## src/utr_defines.svh

```systemverilog
// Constants of the serial port data path: codes, field widths, timing.
// Assumes inclusion by bare name from the package and the design modules.
`ifndef UTR_DEFINES_SVH
`define UTR_DEFINES_SVH

`define UTR_CHAR9        3'h7
`define UTR_DATA_W       9
`define UTR_RATE_W       12
`define UTR_OS_NORMAL    4'hF
`define UTR_OS_DOUBLE    4'h7
`define UTR_HALF_NORMAL  4'h7
`define UTR_HALF_DOUBLE  4'h3
`define UTR_RXBUF_DEPTH  2
`define UTR_RESET_RATE   12'h000
`define UTR_LINE_IDLE    1'b1
`define UTR_LINE_START   1'b0

`endif

```

## src/utr_pkg.sv

```systemverilog
// Types shared by the serial port data path modules.
// Assumes utr_defines.svh is on the include path.
`include "utr_defines.svh"

package utr_pkg;

   typedef enum logic [2:0] {
      TX_IDLE  = 3'b000,
      TX_START = 3'b001,
      TX_DATA  = 3'b010,
      TX_PAR   = 3'b011,
      TX_STOP  = 3'b100
   } utr_tx_state_t;

   typedef enum logic [2:0] {
      RX_IDLE  = 3'b000,
      RX_START = 3'b001,
      RX_DATA  = 3'b010,
      RX_PAR   = 3'b011,
      RX_STOP  = 3'b100,
      RX_HOLD  = 3'b101
   } utr_rx_state_t;

endpackage : utr_pkg

```

## src/utr_rx_fifo.sv

```systemverilog
// Two-entry receive buffer with valid/ready on both sides.
// Assumes one clock and an active-low asynchronous reset.
`timescale 1ns/1ps
`include "utr_defines.svh"

module utr_rx_fifo #(
   parameter int W     = `UTR_DATA_W,
   parameter int DEPTH = `UTR_RXBUF_DEPTH
) (
   input  wire logic         clk,
   input  wire logic         nrst,
   input  wire logic         in_valid,
   output logic              in_ready,
   input  wire logic [W-1:0] in_data,
   output logic              out_valid,
   input  wire logic         out_ready,
   output logic [W-1:0]      out_data
);

   localparam int AW = (DEPTH > 1) ? $clog2(DEPTH) : 1;

   logic [W-1:0]  mem_q [DEPTH];
   logic [AW-1:0] wp_q, wp_d, rp_q, rp_d;
   logic [AW:0]   cnt_q, cnt_d;
   logic          push, pop;

   // Full at DEPTH words; the count is one bit wider than the pointers
   assign in_ready  = (cnt_q != (AW+1)'(DEPTH));
   assign out_valid = (cnt_q != '0);
   assign out_data  = mem_q[rp_q];
   assign push      = in_valid & in_ready;
   assign pop       = out_valid & out_ready;

   function automatic logic [AW-1:0] nxt(input logic [AW-1:0] p);
      nxt = (p == AW'(DEPTH - 1)) ? '0 : p + 1'b1;
   endfunction : nxt

   always_comb begin
      wp_d  = push ? nxt(wp_q) : wp_q;
      rp_d  = pop ? nxt(rp_q) : rp_q;
      cnt_d = cnt_q + {{AW{1'b0}}, push} - {{AW{1'b0}}, pop};
   end

   always_ff @(posedge clk or negedge nrst) begin
      if (!nrst) begin
         wp_q  <= '0;
         rp_q  <= '0;
         cnt_q <= '0;
      end else begin
         wp_q  <= wp_d;
         rp_q  <= rp_d;
         cnt_q <= cnt_d;
      end
   end

   // Storage has no reset; a word is only read once counted in
   always_ff @(posedge clk) begin
      if (push) begin
         mem_q[wp_q] <= in_data;
      end
   end

endmodule : utr_rx_fifo

```

## src/utr_datapath.sv

```systemverilog
// Transmit and receive data path of a serial port with plain control ports.
// Assumes CLK at 25 MHz, software-side strobes on CLK, TXD/RXD/EXTERNAL_CLOCK_PIN as pins.
`timescale 1ns/1ps
`include "utr_defines.svh"

module utr_datapath (
   input  wire logic                     CLK,
   input  wire logic                     NRST,
   input  wire logic                     TX_ENABLE,
   input  wire logic                     RX_ENABLE,
   input  wire logic                     SYNC_MODE,
   input  wire logic                     DOUBLE_SPEED,
   input  wire logic [2:0]               CHAR_SIZE,
   input  wire logic                     PARITY_EN,
   input  wire logic                     PARITY_ODD,
   input  wire logic                     STOP_TWO,
   input  wire logic [`UTR_RATE_W-1:0]   RATE_DIV,
   input  wire logic                     RATE_LOAD,
   input  wire logic                     NINTH_TX_BIT,
   input  wire logic                     DATA_WR,
   input  wire logic [7:0]               DATA_WDATA,
   input  wire logic                     TXC_CLEAR,
   input  wire logic                     TXC_IRQ_ACK,
   input  wire logic                     BUF_EMPTY_IRQ_EN,
   input  wire logic                     TXC_IRQ_EN,
   output logic                          BUF_EMPTY_FLAG,
   output logic                          TXC_FLAG,
   output logic                          BUF_EMPTY_IRQ,
   output logic                          TXC_IRQ,
   output logic                          TXD_O,
   output logic                          TXD_OE,
   input  wire logic                     RXD_I,
   output logic                          RXD_TAKEN,
   input  wire logic                     XCK_I,
   output logic                          XCK_TAKEN,
   output logic                          RX_VALID,
   input  wire logic                     RX_READY,
   output logic [`UTR_DATA_W-1:0]        RX_DATA
);

   ////////////////////////////////////////////////////////////////////////////
   // Character size decoding; nbits serves both directions, char_mask only the transmitter

   function automatic logic [3:0] char_bits(input logic [2:0] code);
      char_bits = (code == `UTR_CHAR9) ? 4'h9 : {2'b01, code[1:0]} + 4'h1;
   endfunction : char_bits

   function automatic logic [`UTR_DATA_W-1:0] char_mask(input logic [2:0] code);
      char_mask = (code == `UTR_CHAR9) ? 9'h1FF : 9'h0FF >> (2'h3 - code[1:0]);
   endfunction : char_mask

   logic [3:0] nbits;
   assign nbits = char_bits(CHAR_SIZE);

   ////////////////////////////////////////////////////////////////////////////
   // Pin synchronisers and clock edge detection

   logic rxd_s1_q, rxd_s2_q, xck_s1_q, xck_s2_q, xck_s3_q;
   logic xck_rise, xck_fall;

   always_ff @(posedge CLK or negedge NRST) begin
      if (!NRST) begin
         rxd_s1_q <= `UTR_LINE_IDLE;
         rxd_s2_q <= `UTR_LINE_IDLE;
         xck_s1_q <= 1'b0;
         xck_s2_q <= 1'b0;
         xck_s3_q <= 1'b0;
      end else begin
         rxd_s1_q <= RXD_I;
         rxd_s2_q <= rxd_s1_q;
         xck_s1_q <= XCK_I;
         xck_s2_q <= xck_s1_q;
         xck_s3_q <= xck_s2_q;
      end
   end

   assign xck_rise = xck_s2_q & ~xck_s3_q;
   assign xck_fall = ~xck_s2_q & xck_s3_q;

   ////////////////////////////////////////////////////////////////////////////
   // Rate generator and transmit prescaler

   logic [`UTR_RATE_W-1:0] rate_q, rate_d;
   logic [3:0]             txpre_q, txpre_d;
   logic                   rate_tick, tx_tick;
   logic [3:0]             os_top, os_half;

   assign rate_tick = (rate_q == '0);
   assign os_top    = DOUBLE_SPEED ? `UTR_OS_DOUBLE : `UTR_OS_NORMAL;
   assign os_half   = DOUBLE_SPEED ? `UTR_HALF_DOUBLE : `UTR_HALF_NORMAL;

   assign tx_tick = SYNC_MODE ? xck_rise : (rate_tick && txpre_q == os_top);

   always_comb begin
      rate_d  = (RATE_LOAD || rate_tick) ? RATE_DIV : rate_q - 1'b1;
      txpre_d = txpre_q;
      if (rate_tick) begin
         txpre_d = (txpre_q == os_top) ? 4'h0 : txpre_q + 4'h1;
      end
   end

   always_ff @(posedge CLK or negedge NRST) begin
      if (!NRST) begin
         rate_q  <= `UTR_RESET_RATE;
         txpre_q <= 4'h0;
      end else begin
         rate_q  <= rate_d;
         txpre_q <= txpre_d;
      end
   end

   ////////////////////////////////////////////////////////////////////////////
   // Transmitter

   utr_pkg::utr_tx_state_t  txs_q, txs_d;
   logic [`UTR_DATA_W-1:0]  tbuf_q, tbuf_d, tsh_q, tsh_d;
   logic                    tfull_q, tfull_d, tpar_q, tpar_d;
   logic [3:0]              tcnt_q, tcnt_d;
   logic                    tstop2_q, tstop2_d, line_q, line_d;
   logic                    txc_q, txc_d, txon_q, txon_d;
   logic                    tload, tset_txc;

   always_comb begin
      txs_d    = txs_q;
      tbuf_d   = tbuf_q;
      tfull_d  = tfull_q;
      tsh_d    = tsh_q;
      tpar_d   = tpar_q;
      tcnt_d   = tcnt_q;
      tstop2_d = tstop2_q;
      line_d   = line_q;
      tload    = 1'b0;
      tset_txc = 1'b0;
      // stay on until shifter and buffer drain
      txon_d = TX_ENABLE | (txon_q & (txs_q != utr_pkg::TX_IDLE || tfull_q));
      if (tx_tick && txon_q) begin
         case (txs_q)
            utr_pkg::TX_IDLE: begin
               tload = tfull_q;
            end
            utr_pkg::TX_START: begin
               line_d = tsh_q[0];
               tsh_d  = tsh_q >> 1;
               tcnt_d = 4'h1;
               txs_d  = utr_pkg::TX_DATA;
            end
            utr_pkg::TX_DATA: begin
               if (tcnt_q == nbits) begin
                  line_d   = PARITY_EN ? tpar_q : `UTR_LINE_IDLE;
                  txs_d    = PARITY_EN ? utr_pkg::TX_PAR : utr_pkg::TX_STOP;
                  tstop2_d = 1'b0;
               end else begin
                  line_d = tsh_q[0];
                  tsh_d  = tsh_q >> 1;
                  tcnt_d = tcnt_q + 4'h1;
               end
            end
            utr_pkg::TX_PAR: begin
               line_d   = `UTR_LINE_IDLE;
               tstop2_d = 1'b0;
               txs_d    = utr_pkg::TX_STOP;
            end
            utr_pkg::TX_STOP: begin
               if (STOP_TWO && !tstop2_q) begin
                  tstop2_d = 1'b1;
               end else begin
                  tload = tfull_q;
                  tset_txc = ~tfull_q;
                  txs_d    = utr_pkg::TX_IDLE;
               end
            end
            default: begin
               txs_d  = utr_pkg::TX_IDLE;
               line_d = `UTR_LINE_IDLE;
            end
         endcase
      end
      if (tload) begin
         // unused high bits dropped by mask
         tsh_d   = tbuf_q & char_mask(CHAR_SIZE);
         tpar_d  = (^(tbuf_q & char_mask(CHAR_SIZE))) ^ PARITY_ODD;
         tfull_d = 1'b0;
         line_d  = `UTR_LINE_START;
         txs_d   = utr_pkg::TX_START;
      end
      // write fills buffer; ninth bit taken now
      if (DATA_WR) begin
         tbuf_d  = {NINTH_TX_BIT, DATA_WDATA};
         tfull_d = 1'b1;
      end
      // clear by service or write-one; set wins
      txc_d = tset_txc | (txc_q & ~(TXC_CLEAR | TXC_IRQ_ACK));
   end

   always_ff @(posedge CLK or negedge NRST) begin
      if (!NRST) begin
         txs_q    <= utr_pkg::TX_IDLE;
         tbuf_q   <= '0;
         tfull_q  <= 1'b0;
         tsh_q    <= '0;
         tpar_q   <= 1'b0;
         tcnt_q   <= 4'h0;
         tstop2_q <= 1'b0;
         line_q   <= `UTR_LINE_IDLE;
         txc_q    <= 1'b0;
         txon_q   <= 1'b0;
      end else begin
         txs_q    <= txs_d;
         tbuf_q   <= tbuf_d;
         tfull_q  <= tfull_d;
         tsh_q    <= tsh_d;
         tpar_q   <= tpar_d;
         tcnt_q   <= tcnt_d;
         tstop2_q <= tstop2_d;
         line_q   <= line_d;
         txc_q    <= txc_d;
         txon_q   <= txon_d;
      end
   end

   // pin override while enabled or draining
   assign TXD_OE = txon_q;
   assign TXD_O  = line_q;
   assign BUF_EMPTY_FLAG = ~tfull_q;
   // level interrupt while flag and enable
   assign BUF_EMPTY_IRQ  = ~tfull_q & BUF_EMPTY_IRQ_EN;
   assign TXC_FLAG       = txc_q;
   assign TXC_IRQ        = txc_q & TXC_IRQ_EN;

   ////////////////////////////////////////////////////////////////////////////
   // Receiver

   utr_pkg::utr_rx_state_t  rxs_q, rxs_d;
   logic [`UTR_DATA_W-1:0]  rsh_q, rsh_d;
   logic [3:0]              rcnt_q, rcnt_d, ros_q, ros_d;
   logic                    rsample, push_ready;

   // sample on falling external edge when synchronous
   assign rsample = SYNC_MODE ? xck_fall : (rate_tick && ros_q == os_top);

   always_comb begin
      rxs_d  = rxs_q;
      rsh_d  = rsh_q;
      rcnt_d = rcnt_q;
      ros_d  = (rate_tick && rxs_q != utr_pkg::RX_IDLE) ? ros_q + 4'h1 : ros_q;
      if (rsample) begin
         ros_d = 4'h0;
      end
      case (rxs_q)
         utr_pkg::RX_IDLE: begin
            ros_d  = 4'h0;
            rcnt_d = 4'h0;
            rsh_d  = '0;
            if (SYNC_MODE ? (xck_fall && !rxd_s2_q) : (rate_tick && !rxd_s2_q)) begin
               rxs_d = SYNC_MODE ? utr_pkg::RX_DATA : utr_pkg::RX_START;
            end
         end
         utr_pkg::RX_START: begin
            // start must still be low mid-bit
            if (rate_tick && ros_q == os_half) begin
               ros_d = 4'h0;
               rxs_d = rxd_s2_q ? utr_pkg::RX_IDLE : utr_pkg::RX_DATA;
            end
         end
         utr_pkg::RX_DATA: begin
            if (rsample) begin
               rsh_d[rcnt_q] = rxd_s2_q;
               rcnt_d        = rcnt_q + 4'h1;
               if (rcnt_q + 4'h1 == nbits) begin
                  rxs_d = PARITY_EN ? utr_pkg::RX_PAR : utr_pkg::RX_STOP;
               end
            end
         end
         utr_pkg::RX_PAR: begin
            if (rsample) begin
               rxs_d = utr_pkg::RX_STOP;
            end
         end
         utr_pkg::RX_STOP: begin
            if (rsample) begin
               rxs_d = utr_pkg::RX_HOLD;
            end
         end
         utr_pkg::RX_HOLD: begin
            if (push_ready) begin
               rxs_d = utr_pkg::RX_IDLE;
            end
         end
         default: begin
            rxs_d = utr_pkg::RX_IDLE;
         end
      endcase
      // Disable is immediate; a partial frame is dropped
      if (!RX_ENABLE) begin
         rxs_d = utr_pkg::RX_IDLE;
      end
   end

   always_ff @(posedge CLK or negedge NRST) begin
      if (!NRST) begin
         rxs_q  <= utr_pkg::RX_IDLE;
         rsh_q  <= '0;
         rcnt_q <= 4'h0;
         ros_q  <= 4'h0;
      end else begin
         rxs_q  <= rxs_d;
         rsh_q  <= rsh_d;
         rcnt_q <= rcnt_d;
         ros_q  <= ros_d;
      end
   end

   // Full buffer stalls the receiver in HOLD; a later frame may be missed
   utr_rx_fifo #(
      .W     (`UTR_DATA_W),
      .DEPTH (`UTR_RXBUF_DEPTH)
   ) u_rx_fifo (
      .clk       (CLK),
      .nrst      (NRST),
      .in_valid  (rxs_q == utr_pkg::RX_HOLD),
      .in_ready  (push_ready),
      .in_data   (rsh_q),
      .out_valid (RX_VALID),
      .out_ready (RX_READY),
      .out_data  (RX_DATA)
   );

   assign RXD_TAKEN = RX_ENABLE;
   assign XCK_TAKEN = SYNC_MODE & (txon_q | RX_ENABLE);

endmodule : utr_datapath

```

## config.mk

```make
export PLATFORM = sky130hd
export DESIGN_NAME = utr_datapath
export DESIGN_NICKNAME = d
export VERILOG_FILES = /design/src/utr_pkg.sv /design/src/utr_rx_fifo.sv /design/src/utr_datapath.sv
export VERILOG_INCLUDE_DIRS = /design/src
export SDC_FILE = /design/constraint.sdc
export NUM_CORES = 1
export LEC_CHECK = 0
export BUFFER_PORTS_ARGS = -buffer_cell sky130_fd_sc_hd__buf_4
export CORE_MARGIN = 2
export CORE_UTILIZATION = 36
export CTS_CLUSTER_SIZE = 20
export DETAILED_ROUTE_END_ITERATION = 8
export PLACE_DENSITY_LB_ADDON = 0.15
export SLEW_MARGIN = 40
export SYNTH_ARGS = -nofsm -noshare
export SYNTH_HDL_FRONTEND = slang
export SYNTH_SLANG_ARGS = --single-unit
```

## constraint.sdc

```tcl
create_clock -name CLK -period 3 [get_ports CLK]
set_input_delay 0.3 -clock CLK [delete_from_list [all_inputs] [get_ports CLK]]
set_output_delay 0.3 -clock CLK [all_outputs]
set_load 0.02 [all_outputs]
```

==> flow_summary.ini <==
[run_status]
status = finished with violations
violations = hold timing

[die]
start_util = 0.3672
core_um2 = 13190
dieWidth_um = 120.0
dieArea_um2 = 14400
rows = 42
boundaryPins = 60
die_h_um = 120.0

[timing]
fin_setup_tns_ns = 0
worst_slew_pin_slew_ns = 0.7299
max_freq_ghz = 0.4049
hold_viol = 33
drv_slew = 0
fin_crit_sh = 0.8233
rsz0062_at_grt = false
relSlewSlack = 0.5134
whs_ns = -0.02461
finalSetupViolCount = 0
finClkSkew_ns = 0.008389
finalCriticalPeriod_ns = 2.470

[synthesis]
synthesis.area_um2 = 4843
ys_seq_elements = 94
synth-edff-count = 18
synth-main-ff-cell = dfrtp_1
synthCells = 456
synth_nets = 511
async_flop_share = 0.8085
yosysSeqAreaShare = 0.5050
syn_avg_cell_area_um2 = 10.62
synth_warnings = 0
synth.distinct_cells = 64

[finish]
n_antenna_cell = 0
layout_commonest_cell = dfrtp_1
nets = 563
area_growth_pct = 18.34
drive_above_1_share = 0.2261
layout_common_cells = dfrtp_1 (73), buf_4 (62), nand2_1 (46)

[setup_path]
cp-end-kind = register
r2r_slack_ns = 0.53
start_kind = register
critPathMaxFanout = 9
cp_data_required_time_ns = 3.24
cp_data_arrival_time_ns = 2.71
critical_path_class = register to register

[power_and_ir_drop]
leakagePower_nw = 2.408
ir_drop_mv = 0.3186
power_density_nw_per_um2 = 690.4
p_comb_frac = 0.285
clkPwrFrac = 0.287
switching_share = 0.3258
seq_power_share = 0.428
power_mw = 3.957
intPower_mw = 2.668
net-switching-power_mw = 1.289

[placement]
place_congestion = 0.8163
hpwl_um = 7045
portBuffers = 59

[detailed_routing]
wire_per_inst_um = 14.47
vias_per_cell = 5.074
route.detailed.drc = 0
drt_iter0_drc = 133
routed_wl_um = 9968
postRouteAntennaNets = 0
num_vias = 3496
dr.pass1.iters = 4

[clock_network]
post_cts_buffers = 0
cts-hold-fix-buffers = 0
h-tree-depth = 3
cts.path.max_buffers = 2
cts_tree = yes
cts_buffers = 9
cts.clk_slew.worst_paths_ns = 0.07
postCtsResizedCells = 0
clkLatencyLatePin_ns = 0.35
clkSinkCount = 94
root_buffer = clkbuf_16

[global_route]
grt_pass1_vias = 3458
overflow = 0
grt_start_max_net_pins = 77
antenna_found_initial = 0
grt_usage = 0.1478
grt_pass1_wl_um = 16970

[hold_path]
hp-class = input port to async pin

[flow_run]
drv_cap = 0
-- kinds of logic (layout without fill, tap and decap cells) --
family                   Yosys count  in the layout  share of synthesized area
flip-flops                        94             94                     0.5050
AO/OA/AOI/OAI                    105            105                     0.1470
adder cells (fa/ha/maj)           13             13                    0.03358
XOR/XNOR                          34             34                    0.06148
buffers and inverters             38             95                    0.03307
AND/OR/NAND/NOR                  147            147                     0.1630
multiplexers                      25             25                    0.05683
-- power groups by stage --
stage               sequential [mW]  clock [mW]  combinational (mW)
floorplan                      1.62           0               0.873
global placement               1.71           0                1.12
detailed placement             1.72           0                1.14
CTS                            1.69        1.17                1.14
global route                   1.73        1.21                1.26
finish                         1.69        1.14                1.13
-- cell type report --
type	count	area (um^2)
tap	176	220.2
clock inverter	6	62.56
clock buffer	10	229.0
fill	1251	7458
multi-input combinational	324	2237
sequential	94	2446
timing repair buffer	63	476.7
inverter	16	60.06
-- path summary, 6_finish.rpt --
kind                                              to                start  depth (start not counted)
worst max-delay path            rsh_q[2]$_DFFE_PN0P_  rate_q[0]$_DFF_PN0_                          8
worst min-delay path              TXC_FLAG$_DFF_PN0_                 NRST                          1
worst max register to register  rsh_q[2]$_DFFE_PN0P_  rate_q[0]$_DFF_PN0_                          8
worst min register to register    rxd_s2_q$_DFF_PN1_   rxd_s1_q$_DFF_PN1_                          0
max in group asynchronous         xck_s1_q$_DFF_PN0_                 NRST                          1
min in group CLK                  xck_s1_q$_DFF_PN0_                XCK_I                          1
-- Yosys cell counts (2+ instances only) --
cell type  instances  area [um^2]
o211ai_1           3        22.52
xnor2_1           21        183.9
mux2_2            19        214.0
a21o_1             5        37.54
nor3b_1            5        37.54
nand2b_1           8        50.05
nor2b_1            4        25.02
a22oi_1            2        15.01
o22ai_1           13        81.33
or4_4              2        22.52
or2_2              2        12.51
nor4_1             2        12.51
a21boi_0           5        37.54
nand3_1           13        65.06
a2bb2oi_1          7        61.31
nand2_1           46        172.7
edfxtp_1          18        540.5
o21a_1             7        52.55
clkbuf_1          17        63.81
and2_1             6        37.54
nand4b_1           2        17.52
inv_1             16        60.06
ha_1              13        162.7
buf_4              2        15.01
o21ai_0           27        135.1
mux2i_1            5        50.05
a22o_1             2        17.52
xor2_1            13        113.9
a31oi_1            4        25.02
a21oi_1           11        55.05
a221oi_1           2        17.52
nand3b_1           4        30.03
dfstp_2            3        78.83
nand4_1            7        43.79
nor3_1             4        20.02
buf_2              2        10.01
dfrtp_1           73         1827
and3_1             4        25.02
o41ai_1            2        17.52
nor2_1            27        101.4
o31ai_1            5        37.54
-- flip-flops by register name, summed over array words and instances, names as in the netlist, 2 cells and up --
name and cells:
u_rx_fifo.mem_q 18, rate_q 12, rsh_q 9, tbuf_q 9
tsh_q 9, rcnt_q 4, ros_q 4, tcnt_q 4
txpre_q 4, rxs_q 3, txs_q 3, u_rx_fifo.cnt_q 2
-- worst max-delay path, cell delays in order (launching register included) --
cell and delay, ns:
dfrtp_1 0.40, inv_1 0.09, ha_1 0.15, nor3b_1 0.23
nand4_2 0.27, o21a_1 0.39, nor4b_4 0.46, a21boi_0 0.18
o21a_1 0.20
-- stage by stage --
step	worst slack [ns]	cell area [um^2]	utilization	instances
final	0.5300	5732	0.4345	689
after global routing	0.2755	5732	0.4345	689
after CTS	0.5325	5732	0.4345	689
after detailed placement	0.5507	5440	0.4124	673
after global placement	0.6141	5436	0.4122	673
after floorplan	0.8364	4843	-	456
-- routing by layer --
layer	routed length [um]	global-route usage	vias up
met5	0	0	-
met4	192	0.06397	0
met3	413	0.03422	12
met2	4635	0.2347	72
met1	4728	0.1931	1671
li1	-	-	1741
No activity file was read; power rests on OpenSTA's default activity.
